$ cat src/nvsram_host_defines.svh
// Purpose: Constants for the nonvolatile static memory host controller.
// Assumes: 10 MHz clock, 100 ns period.
// Notes: Times are kept in their own unit; cycle counts derive from them.
`ifndef NVSRAM_HOST_DEFINES_SVH
`define NVSRAM_HOST_DEFINES_SVH

// ****************************************************************
// Clock and timing
// ****************************************************************
`define CLK_PERIOD_NS 100
`define RECALL_PWRUP_MS 20
`define STORE_MAX_US 12500
`define STORE_MAX_IND_US 15000
`define RECALL_SW_US 50
// Waits are upper bounds, rounded down, never below one cycle.
`define RECALL_PWRUP_CYC ((`RECALL_PWRUP_MS * 1000000) / `CLK_PERIOD_NS)
`define STORE_CYC ((`STORE_MAX_US * 1000) / `CLK_PERIOD_NS)
`define STORE_IND_CYC ((`STORE_MAX_IND_US * 1000) / `CLK_PERIOD_NS)
`define RECALL_SW_CYC ((`RECALL_SW_US * 1000) / `CLK_PERIOD_NS)
// Last phase count value; each access phase lasts one clock cycle more, three cycles (300 ns each, above any cycle time).
`define PHASE_CYC 4'h2

// ****************************************************************
// Command sequence addresses, low 16 bits significant
// ****************************************************************
`define SEQ_A0 17'h04e38
`define SEQ_A1 17'h0b1c7
`define SEQ_A2 17'h083e0
`define SEQ_A3 17'h07c1f
`define SEQ_A4 17'h0703f
`define SEQ_STORE 17'h08fc0
`define SEQ_RECALL 17'h04c63

`endif

$ cat src/nvsram_host_pkg.sv
// Purpose: Types for the nonvolatile static memory host controller.
// Assumes: Used with nvsram_host_defines.svh.
// Notes: Holds only types.
package nvsram_host_pkg;
   // Request kinds accepted from the user side.
   typedef enum logic [1:0] {
      req_read,
      req_write,
      req_store,
      req_recall
   } req_e;
endpackage : nvsram_host_pkg

$ cat src/nvsram_host.sv
// Purpose: Host controller driving a byte-wide nonvolatile static memory.
// Assumes: Pins sampled synchronously to mclk_in; data bus three-signal form.
// Notes: Each access is a chip-select controlled cycle of two phases.
`timescale 1ns/1ns
`include "nvsram_host_defines.svh"

// Notes on behaviour
// - Write strobe stays high during reads.
// - Access only while store-busy line high; checked only at acceptance, later command reads do not wait for it.
// - Address changes only with select or write high.
// - Command is six consecutive reads, write high.
// - Low 16 bits decode store and recall sequences.
module nvsram_host #(
   parameter int ADDR_W = 17,
   parameter bit INDUSTRIAL = 1'b0,
   parameter int RECALL_PWRUP_CYCLES = `RECALL_PWRUP_CYC,
   parameter int STORE_CYCLES = INDUSTRIAL ? `STORE_IND_CYC : `STORE_CYC,
   parameter int RECALL_SW_CYCLES = `RECALL_SW_CYC
) (
   input wire logic mclk_in,
   input wire logic reset_n_in,
   input wire logic req_valid_in,
   input wire logic [1:0] req_kind_in,
   input wire logic [ADDR_W-1:0] req_addr_in,
   input wire logic [7:0] req_wdata_in,
   output logic req_ready_out,
   output logic rsp_valid_out,
   output logic [7:0] rsp_rdata_out,
   output logic sram_ce_n_out,
   output logic sram_we_n_out,
   output logic sram_oe_n_out,
   output logic [ADDR_W-1:0] sram_addr_out,
   input wire logic [7:0] data_bus_in,
   output logic [7:0] data_bus_out,
   output logic data_bus_oe_out,
   input wire logic hw_store_busy_n_in,
   output logic nv_busy_out
);
   // ****************************************************************
   // Types and state
   // ****************************************************************
   // Controller states: power-up wait, idle, select phase, release phase, nonvolatile wait.
   typedef enum logic [2:0] {
      st_powerup,
      st_idle,
      st_active,
      st_release,
      st_nvwait
   } state_e;

   localparam int TW = 24;

   state_e state_q;
   state_e state_d;
   // Current access kind and address latched at acceptance.
   logic is_write_q;
   logic [ADDR_W-1:0] addr_q;
   logic [7:0] wdata_q;
   // Command step index inside the six-read sequence.
   logic [2:0] step_q;
   logic [2:0] step_d;
   logic cmd_store_q;
   logic [3:0] phase_q;
   logic [7:0] rdata_q;
   logic rsp_q;
   // Set by any write; a store with this clear needs no wait.
   logic dirty_q;
   // Timer control.
   logic tmr_load;
   logic [TW-1:0] tmr_count;
   logic tmr_busy;
   logic tmr_done;

   // ****************************************************************
   // Decode
   // ****************************************************************
   wire logic accept;
   wire logic phase_end;
   wire logic access_start;
   wire logic seq_last;
   wire logic [ADDR_W-1:0] seq_addr;
   wire logic [ADDR_W-1:0] seq_final;
   wire logic is_cmd;
   wire logic hsb_ok;
   // Kind of the access that starts now; on an accept the latch still holds the previous one.
   wire logic wr_next;

   assign hsb_ok = hw_store_busy_n_in;
   assign req_ready_out = (state_q == st_idle) && hsb_ok && !rsp_q;
   assign accept = req_valid_in && req_ready_out;
   assign is_cmd = (req_kind_in == nvsram_host_pkg::req_store) || (req_kind_in == nvsram_host_pkg::req_recall);
   assign wr_next = accept ? (req_kind_in == nvsram_host_pkg::req_write) : is_write_q;
   assign phase_end = (phase_q == `PHASE_CYC);
   // Steps one to six are the six command reads; step zero is a plain access.
   assign seq_last = (step_q == 3'h6);
   assign seq_final = cmd_store_q ? `SEQ_STORE : `SEQ_RECALL;
   // Sequence table; the top address bit is left zero since only 16 bits decode.
   assign seq_addr = (step_q == 3'h0) ? `SEQ_A0 :
                     (step_q == 3'h1) ? `SEQ_A1 :
                     (step_q == 3'h2) ? `SEQ_A2 :
                     (step_q == 3'h3) ? `SEQ_A3 :
                     (step_q == 3'h4) ? `SEQ_A4 : seq_final;
   assign access_start = (state_q == st_release) && phase_end && (step_q != 3'h0) && !seq_last;
   assign tmr_count = (state_q == st_powerup) ? TW'(RECALL_PWRUP_CYCLES) :
                      cmd_store_q ? TW'(STORE_CYCLES) : TW'(RECALL_SW_CYCLES);
   assign tmr_load = ((state_q == st_powerup) && !tmr_busy && (phase_q == 4'h0)) ||
                     ((state_q == st_release) && phase_end && seq_last && step_q != 3'h0 &&
                      (!cmd_store_q || dirty_q));

   // ****************************************************************
   // Next state
   // ****************************************************************
   // Sequencing of accesses; every command access is a read, so write strobe stays high.
   always_comb begin
      state_d = state_q;
      step_d = step_q;
      unique case (state_q)
         st_powerup: begin
            // Wait out the longest recall before any access.
            if (tmr_done) begin
               state_d = st_idle;
            end
         end
         st_idle: begin
            if (accept) begin
               state_d = st_active;
               step_d = is_cmd ? 3'h1 : 3'h0;
            end
         end
         st_active: begin
            if (phase_end) begin
               state_d = st_release;
            end
         end
         st_release: begin
            if (phase_end) begin
               if (step_q == 3'h0) begin
                  state_d = st_idle;
               end else if (seq_last) begin
                  // A store with nothing written is skipped and no wait is needed.
                  state_d = (!cmd_store_q || dirty_q) ? st_nvwait : st_idle;
                  step_d = 3'h0;
               end else begin
                  state_d = st_active;
                  step_d = step_q + 3'h1;
               end
            end
         end
         st_nvwait: begin
            // No access is issued until the store or recall bound expires.
            if (tmr_done) begin
               state_d = st_idle;
            end
         end
         default: begin
            state_d = st_idle;
         end
      endcase
   end

   // ****************************************************************
   // Registers
   // ****************************************************************
   // State, step and phase counter.
   always_ff @(posedge mclk_in or negedge reset_n_in) begin
      if (!reset_n_in) begin
         state_q <= st_powerup;
         step_q <= 3'h0;
         phase_q <= 4'h0;
      end else begin
         state_q <= state_d;
         step_q <= step_d;
         phase_q <= (state_q != state_d || phase_end || state_q == st_idle) ? 4'h0 :
                    (state_q == st_powerup) ? 4'h1 : phase_q + 4'h1;
      end
   end

   // Request capture.
   always_ff @(posedge mclk_in or negedge reset_n_in) begin
      if (!reset_n_in) begin
         is_write_q <= 1'b0;
         addr_q <= '0;
         wdata_q <= 8'h00;
         cmd_store_q <= 1'b0;
      end else if (accept) begin
         is_write_q <= (req_kind_in == nvsram_host_pkg::req_write);
         addr_q <= req_addr_in;
         wdata_q <= req_wdata_in;
         cmd_store_q <= (req_kind_in == nvsram_host_pkg::req_store);
      end
   end

   // Written-since-store tracking; a write sets it, a started store clears it.
   always_ff @(posedge mclk_in or negedge reset_n_in) begin
      if (!reset_n_in) begin
         dirty_q <= 1'b1;
      end else if (accept && req_kind_in == nvsram_host_pkg::req_write) begin
         dirty_q <= 1'b1;
      end else if (tmr_load && cmd_store_q && state_q == st_release) begin
         dirty_q <= 1'b0;
      end
   end

   // Read data capture at the end of the select phase, and response pulse.
   always_ff @(posedge mclk_in or negedge reset_n_in) begin
      if (!reset_n_in) begin
         rdata_q <= 8'h00;
         rsp_q <= 1'b0;
      end else begin
         rsp_q <= (state_q == st_release) && phase_end && (step_q == 3'h0);
         if (state_q == st_active && phase_end && !is_write_q && step_q == 3'h0) begin
            rdata_q <= data_bus_in;
         end
      end
   end

   // ****************************************************************
   // Pins
   // ****************************************************************
   // Address is held through select and release; it moves on acceptance in idle and at the end of release before the next command read.
   always_ff @(posedge mclk_in or negedge reset_n_in) begin
      if (!reset_n_in) begin
         sram_addr_out <= '0;
      end else if (accept && !is_cmd) begin
         sram_addr_out <= req_addr_in;
      end else if ((accept && is_cmd) || access_start) begin
         sram_addr_out <= (accept && is_cmd) ? `SEQ_A0 : seq_addr;
      end
   end

   // Strobes: select and write fall on the same edge for writes, with output enable high, so the device never drives.
   always_ff @(posedge mclk_in or negedge reset_n_in) begin
      if (!reset_n_in) begin
         sram_ce_n_out <= 1'b1;
         sram_we_n_out <= 1'b1;
         sram_oe_n_out <= 1'b1;
         data_bus_out <= 8'h00;
         data_bus_oe_out <= 1'b0;
      end else begin
         sram_ce_n_out <= !(state_d == st_active);
         sram_we_n_out <= !(state_d == st_active && wr_next && step_d == 3'h0);
         sram_oe_n_out <= !(state_d == st_active && !(wr_next && step_d == 3'h0));
         data_bus_out <= (accept) ? req_wdata_in : wdata_q;
         data_bus_oe_out <= (state_d == st_active) && wr_next && (step_d == 3'h0);
      end
   end

   assign rsp_valid_out = rsp_q;
   assign rsp_rdata_out = rdata_q;
   assign nv_busy_out = tmr_busy;

   // Bounded wait for power-up recall, store and recall.
   nvsram_wait_timer #(
      .WIDTH(TW)
   ) u_timer (
      .mclk_in(mclk_in),
      .reset_n_in(reset_n_in),
      .load_in(tmr_load),
      .count_in(tmr_count),
      .busy_out(tmr_busy),
      .done_out(tmr_done)
   );

   // ****************************************************************
   // Checks
   // ****************************************************************
   property p_we_high_read;
      @(posedge mclk_in) disable iff (!reset_n_in)
      (!sram_ce_n_out && !sram_oe_n_out) |-> sram_we_n_out;
   endproperty
   a_we_high_read: assert property (p_we_high_read) else $error("write strobe low in read");

   property p_no_access_busy;
      @(posedge mclk_in) disable iff (!reset_n_in)
      tmr_busy |-> sram_ce_n_out;
   endproperty
   a_no_access_busy: assert property (p_no_access_busy) else $error("access during nonvolatile wait");

   property p_addr_stable;
      @(posedge mclk_in) disable iff (!reset_n_in)
      (!sram_ce_n_out && !sram_we_n_out && !$past(sram_ce_n_out) && !$past(sram_we_n_out)) |->
         $stable(sram_addr_out);
   endproperty
   a_addr_stable: assert property (p_addr_stable) else $error("address moved during write");

   property p_write_drive;
      @(posedge mclk_in) disable iff (!reset_n_in)
      $fell(sram_ce_n_out) && !sram_we_n_out |-> data_bus_oe_out && sram_oe_n_out;
   endproperty
   a_write_drive: assert property (p_write_drive) else $error("write without host drive");

   property p_cmd_reads;
      @(posedge mclk_in) disable iff (!reset_n_in)
      (state_q == st_active && step_q != 3'h0) |-> sram_we_n_out && !data_bus_oe_out;
   endproperty
   a_cmd_reads: assert property (p_cmd_reads) else $error("command access not a read");

   property p_final_addr;
      @(posedge mclk_in) disable iff (!reset_n_in)
      (state_q == st_active && step_q == 3'h6) |-> sram_addr_out[15:0] == seq_final[15:0];
   endproperty
   a_final_addr: assert property (p_final_addr) else $error("wrong final command address");

   property p_clean_store;
      @(posedge mclk_in) disable iff (!reset_n_in)
      (state_q == st_release && phase_end && seq_last && cmd_store_q && !dirty_q) |=> state_q == st_idle;
   endproperty
   a_clean_store: assert property (p_clean_store) else $error("clean store waited");

   property p_hsb;
      @(posedge mclk_in) disable iff (!reset_n_in)
      !hw_store_busy_n_in |-> !req_ready_out;
   endproperty
   a_hsb: assert property (p_hsb) else $error("ready while store busy low");
endmodule : nvsram_host

$ cat src/nvsram_wait_timer.sv
// Purpose: Down counter bounding the wait for a nonvolatile cycle.
// Assumes: One clock, asynchronous active-low reset.
// Notes: Load sets the count; done pulses when it reaches one.
`timescale 1ns/1ns
`include "nvsram_host_defines.svh"

module nvsram_wait_timer #(
   parameter int WIDTH = 24
) (
   input wire logic mclk_in,
   input wire logic reset_n_in,
   input wire logic load_in,
   input wire logic [WIDTH-1:0] count_in,
   output logic busy_out,
   output logic done_out
);
   // Remaining cycles; zero means idle.
   logic [WIDTH-1:0] cnt_q;
   logic [WIDTH-1:0] cnt_d;

   // Reload wins over counting so a new wait never inherits an old one.
   assign cnt_d = load_in ? count_in : (cnt_q != '0) ? cnt_q - 1'b1 : cnt_q;
   assign busy_out = (cnt_q != '0);
   assign done_out = (cnt_q == {{(WIDTH-1){1'b0}}, 1'b1});

   // ****************************************************************
   // Counter register
   // ****************************************************************
   // Plain register; all decisions sit in the assignments above.
   always_ff @(posedge mclk_in or negedge reset_n_in) begin
      if (!reset_n_in) begin
         cnt_q <= '0;
      end else begin
         cnt_q <= cnt_d;
      end
   end
endmodule : nvsram_wait_timer
$ cat config.mk
export PLATFORM = sky130hd
export DESIGN_NAME = nvsram_host
export DESIGN_NICKNAME = d
export VERILOG_FILES = /design/src/nvsram_host_pkg.sv /design/src/nvsram_host.sv /design/src/nvsram_wait_timer.sv
export VERILOG_INCLUDE_DIRS = /design/src
export SDC_FILE = /design/constraint.sdc
export NUM_CORES = 1
export LEC_CHECK = 0
export BUFFER_PORTS_ARGS = -buffer_cell sky130_fd_sc_hd__buf_2
export CAP_MARGIN = 20
export CELL_PAD_IN_SITES_DETAIL_PLACEMENT = 1
export CELL_PAD_IN_SITES_GLOBAL_PLACEMENT = 1
export CORE_UTILIZATION = 30
export CTS_CLUSTER_DIAMETER = 200
export DETAILED_ROUTE_END_ITERATION = 10
export PLACE_DENSITY = 0.71
export SETUP_SLACK_MARGIN = 0.3
export SLEW_MARGIN = 20
export SYNTH_ARGS = -nofsm -noshare
export SYNTH_HDL_FRONTEND = slang
export SYNTH_SLANG_ARGS = --single-unit
$ cat constraint.sdc
create_clock -name mclk_in -period 4.8 [get_ports mclk_in]
set_input_delay 0.24 -clock mclk_in [delete_from_list [all_inputs] [get_ports mclk_in]]
set_output_delay 0.24 -clock mclk_in [all_outputs]
set_load 0.01 [all_outputs]
# Word level (Yosys, flattened, before mapping)
# Index checks and enable logic that the tools add are counted.
# op_classes
add_sub_neg	3
eq_ne	16
n_mux	32
reduce_logical	50
# op_table
operator	n
16-bit two-way mux	7
17-bit two-way mux	3
24-bit two-way mux	2
3-bit two-way mux	11
24-bit by 1-bit == test with 1-bit output (second input constant)	1
1-bit logical AND	24
24-bit nonzero test	1
24-bit by 1-bit subtractor with 24-bit output (second input constant)	1
18-bit two-way mux	1
3-bit by 2-bit == test with 1-bit output (second input constant)	5
3-bit case mux with 4 select lines	1
1-bit zero test	10
3-bit == test (second input constant)	3
3-bit zero test	3
4-bit two-way mux	2
3-bit by 1-bit == test with 1-bit output (second input constant)	2
1-bit logical OR	6
3-bit case mux with 2 select lines	1
2-bit nonzero test	3
4-bit by 1-bit adder with 4-bit output (second input constant)	1
2-bit == test (second input constant)	2
4-bit by 2-bit == test with 1-bit output (second input constant)	1
4-bit zero test	1
1-bit two-way mux	4
5 further kinds	5
# totals
ff_bits	75
inputBits	39
output_inout_bits	40
wordCells	116

# Logic depth before layout (Yosys ltp)
# logic_depth
ltp_word	11
mapped_depth	9
ltp_nobuf	7

# By module
# A second synthesis with hierarchy kept.
# hier_totals
cells_unflattened	413
hier_area_um2	3985.1
# modules_own_cells
mod	n_inst	cells_each	area_each_um2	seq_area_each_um2
nvsram_host	1	243	2439.8	1281.2
nvsram_wait_timer	1	170	1545.2	600.6

# Worst setup path before layout
# Ideal clock, no wire load.
# synth_path
kind	register to register
start	register phase_q[0]
end	register u_timer.cnt_q[13]
setup_ns	0.138
arrival_time_ns	1.990
required_time_ns	4.662
path_slack_ns	2.672
stages_incl_launch_ff	9
n_path_buf	2
period_less_slack_ns	2.128
cell_sequence	dfrtp_1 -> inv_1 -> ha_1 -> or3b_1 -> buf_2 -> or4b_4 -> buf_6 -> a21oi_1 -> a21oi_1
# synth_via
elab_chain_len	7
word_cells_on_any_way	10
classes_between	1 x eq/ne; 1 x mux; 8 x reduce/logical
# synth_lines
item	line	source
start: declaration	nvsram_host.sv:63	logic [3:0] phase_q;
start signal: assignment	nvsram_host.sv:173	phase_q <= (state_q != state_d || phase_end || state_q == st_idle) ? 4'h0 :
4-bit by 2-bit == test with 1-bit output (no source line)	n/a	
1-bit logical AND (4 in series)	nvsram_host.sv:107	((state_q == st_release) && phase_end && seq_last && step_q != 3'h0 &&
1-bit logical OR *	nvsram_host.sv:106	assign tmr_load = ((state_q == st_powerup) && !tmr_busy && (phase_q == 4'h0)) ||
24-bit two-way mux or 2-bit nonzero test (tied branches)	n/a	
end signal: assignment	nvsram_wait_timer.sv:34	cnt_q <= cnt_d;
end: declaration	nvsram_wait_timer.sv:18	logic [WIDTH-1:0] cnt_q;
# Every way passes the cells marked *; elsewhere a longest branch is shown, timed or not.
# A chain may end at the register's enable or synchronous reset.

# Worst setup path after layout
# layout_path
start	register u_timer.cnt_q[18]
end	register u_timer.cnt_q[0]
# layout_via
elab_chain_len	6
word_cells_on_any_way	7
classes_between	1 x mux; 6 x reduce/logical
# layout_lines
item	line
24-bit nonzero test *	nvsram_wait_timer.sv:22, nvsram_wait_timer.sv:23
1-bit zero test	nvsram_host.sv:106
1-bit logical AND (2 in series)	nvsram_host.sv:106
1-bit logical OR	nvsram_host.sv:106
24-bit two-way mux or 2-bit nonzero test (tied branches)	n/a
# Marks and branches as above.

==> results.json <==
{
  "tns_ps": 0,
  "seq_area_um2": 1882,
  "power.leakage_nw": 2.048,
  "max_stage_delay_ps": 590,
  "antennaDiodeCount": 0,
  "cts_root_buf": "clkbuf_16",
  "cts_tree": "built",
  "clock-sinks": 75,
  "clockBufferDepth": 2,
  "drtAntennaViolNets": 0,
  "start_util_pct": 31.35,
  "crit_path_end_kind": "flip-flop",
  "design.core.area_um2": 12260,
  "vdd_drop_max_uv": 170.8,
  "wl_per_cell_um": 16.55,
  "syn-num-nets": 443,
  "grt_max_degree": 76,
  "avgSynthCellArea_um2": 9.682,
  "grt_overflow_total": 0,
  "post_dp_cell_area_um2": 4385,
  "arrival_ps": 2800,
  "hold_class": "in2async",
  "final_area_um2": 4664,
  "yosys-top-cells-area": "dfrtp_1 46%, nand2_1 5.2%, nor2_1 3.9%",
  "die_area_um2": 13270,
  "die_y_um": 115.2,
  "first_pass_iters": 4,
  "status": "completed",
  "first_global_vias": 3535,
  "final_nets": 519,
  "fin_hold_ws_ps": 53.11,
  "ys_seq_area_share_pct": 48.96,
  "routabilityCongestion": 0.8088,
  "cp.depth": 5,
  "synth_ff_type": "dfrtp_1",
  "hpwl_um": 7663,
  "drive_gt1_share_pct": 22.43,
  "clk_pin_slew_ps": 60,
  "drtIter0Drc": 149,
  "crit_path_top_delay_cell": "nor4_1",
  "h-tree-depth": 3,
  "num_rows": 40,
  "dr_total_vias": 3350,
  "fin_worst_skew_ps": 6.949,
  "grt_usage_pct": 17.33,
  "p_per_area_nw_per_um2": 594.2,
  "synth-seq-cells": 75,
  "cts-resized-gates": 0,
  "grt_setup_unrepaired": "no",
  "slew-limit-headroom_pct": 36.17,
  "required_ps": 5000,
  "cp_num_buf_inv": 0,
  "dp_slack_ps": 2243,
  "die_w_um": 115.2,
  "synthArstFlopShare_pct": 100.0,
  "max_slew.worst_pin.slew_ps": 957.5,
  "period_minus_slack_ps": 2600,
  "cp-start-kind": "flip-flop",
  "portBuffers": 78,
  "post_cts_buffers": 0,
  "synth_common_cells": "71 x dfrtp_1, 53 x nand2_1, 40 x nor2_1",
  "grt_pass1_wl_um": 17850,
  "syn-instance-count": 397,
  "cts_hold_buf": 0,
  "synth_cell_types": 59,
  "syn2layout_area_growth_pct": 21.35,
  "cp_max_fo": 10,
  "setup_ws_ps": 2200,
  "antenna_found_initial": 0,
  "synth_top_area_share_pct": 46.22,
  "yosysMostFrequentCell": "dfrtp_1",
  "fill_cells": 1432,
  "wl_um": 10680,
  "cp_top_family": "simple AND/OR/NAND/NOR gates",
  "fmax_mhz": 384.5,
  "reg2reg_depth": 5,
  "maxCapViolCount": 0,
  "io_pins": 79,
  "yosysWarnings": 0,
  "multi_input_area_um2": 1863,
  "clock_latency_ps": 340,
  "synth_area_leader_cell": "dfrtp_1",
  "syn-cell-area_um2": 3844,
  "hold_violations": 0,
  "cts_buffers": 9,
  "fin_crit_sh_pct": 54.18,
  "path_cells": "nor4_1 > nand4_1 > or3_1 > nand2_1 > nor3_1",
  "setup_violations": 0,
  "drc_errors": 0,
  "synth_edf_count": 0,
  "drv_slew": 0,
  "worstSetupPathType": "reg2reg",
  "via_per_inst": 5.194
}
[cell families (layout without fill, tap and decap cells)]
| family | count (synthesis) | after routing | share of synthesized area [%] |
|---|---|---|---|
| xor+xnor | 22 | 22 | 5.013 |
| simple gates | 180 | 180 | 24.81 |
| flops | 75 | 75 | 48.96 |
| mux | 9 | 9 | 2.637 |
| buf+inv | 23 | 103 | 2.572 |
| compound gates | 81 | 81 | 13.74 |
| fa+ha+maj | 7 | 7 | 2.279 |
[state kept, by name, summed over array words and instances (netlist names), 3 cells and up]
register / flops
step_q: 3
wdata_q: 8
rsp_rdata_out: 8
state_q: 3
phase_q: 4
sram_addr_out: 17
u_timer.cnt_q: 24
[cell type report]
| type | count | area share (%) |
|---|---|---|
| inverter | 10 | 0.8047 |
| tap | 168 | 4.506 |
| sequential | 75 | 40.34 |
| clock buffer | 11 | 5.418 |
| clock inverter | 4 | 0.5633 |
| timing repair buffer | 78 | 8.423 |
| multi-input combinational | 299 | 39.94 |
[final timing paths]
| path | start | end | slack, ps |
|---|---|---|---|
| min in group mclk_in | req_wdata_in[1] | wdata_q[1] | 90 |
| hold reg to reg | sram_addr_out[3] | sram_addr_out[3] | 470 |
| setup / recovery | u_timer.cnt_q[18] | u_timer.cnt_q[0] | 2200 |
| hold / removal | reset_n_in | u_timer.cnt_q[21] | 50 |
| setup reg to reg | u_timer.cnt_q[18] | u_timer.cnt_q[0] | 2200 |
| max in group asynchronous | reset_n_in | sram_addr_out[11] | 4130 |
[layer usage]
layer  vias to the layer above  track usage [%]  wire length [um]
met2                        77            28.76              5312
met5                         -                0                 0
met3                        18            2.530               349
met1                      1681            22.22              4764
met4                         0            8.225               249
li1                       1574                -                 -
[metrics by stage]
stage | power, W | util (%) | std cells
after global routing | 0.002977 | 38.04 | 645
after global placement | 0.002094 | 35.77 | 630
after CTS | 0.002807 | 38.04 | 645
final | 0.002772 | 38.04 | 645
after detailed placement | 0.002141 | 35.77 | 630
after floorplan | 0.001764 | - | 397
[report_power, final]
| part | leakage, nW | switching, W | internal [W] |
|---|---|---|---|
| registers | 0.917 | 0.000252 | 0.000899 |
| logic | 0.993 | 0.000554 | 0.000423 |
| clock network | 0.137 | 0.000270 | 0.000374 |
[cell usage in the layout (no fill, tap or decap), types with 6 or more instances in the layout]
cell type / netlist / layout
buf_2: 4 / 77
dfrtp_1: 71 / 71
nand2_1: 53 / 53
nor2_1: 40 / 40
a21oi_1: 22 / 22
nor3_1: 14 / 14
xor2_1: 13 / 13
o21ai_0: 11 / 11
inv_1: 10 / 10
o211ai_1: 10 / 10
xnor2_1: 9 / 9
clkbuf_16: 0 / 9
mux2_1: 8 / 8
nand4_1: 7 / 7
nor4_1: 7 / 7
nand3_1: 7 / 7
ha_1: 7 / 7
nor2b_1: 6 / 6
(Power assumes the default switching activity.)
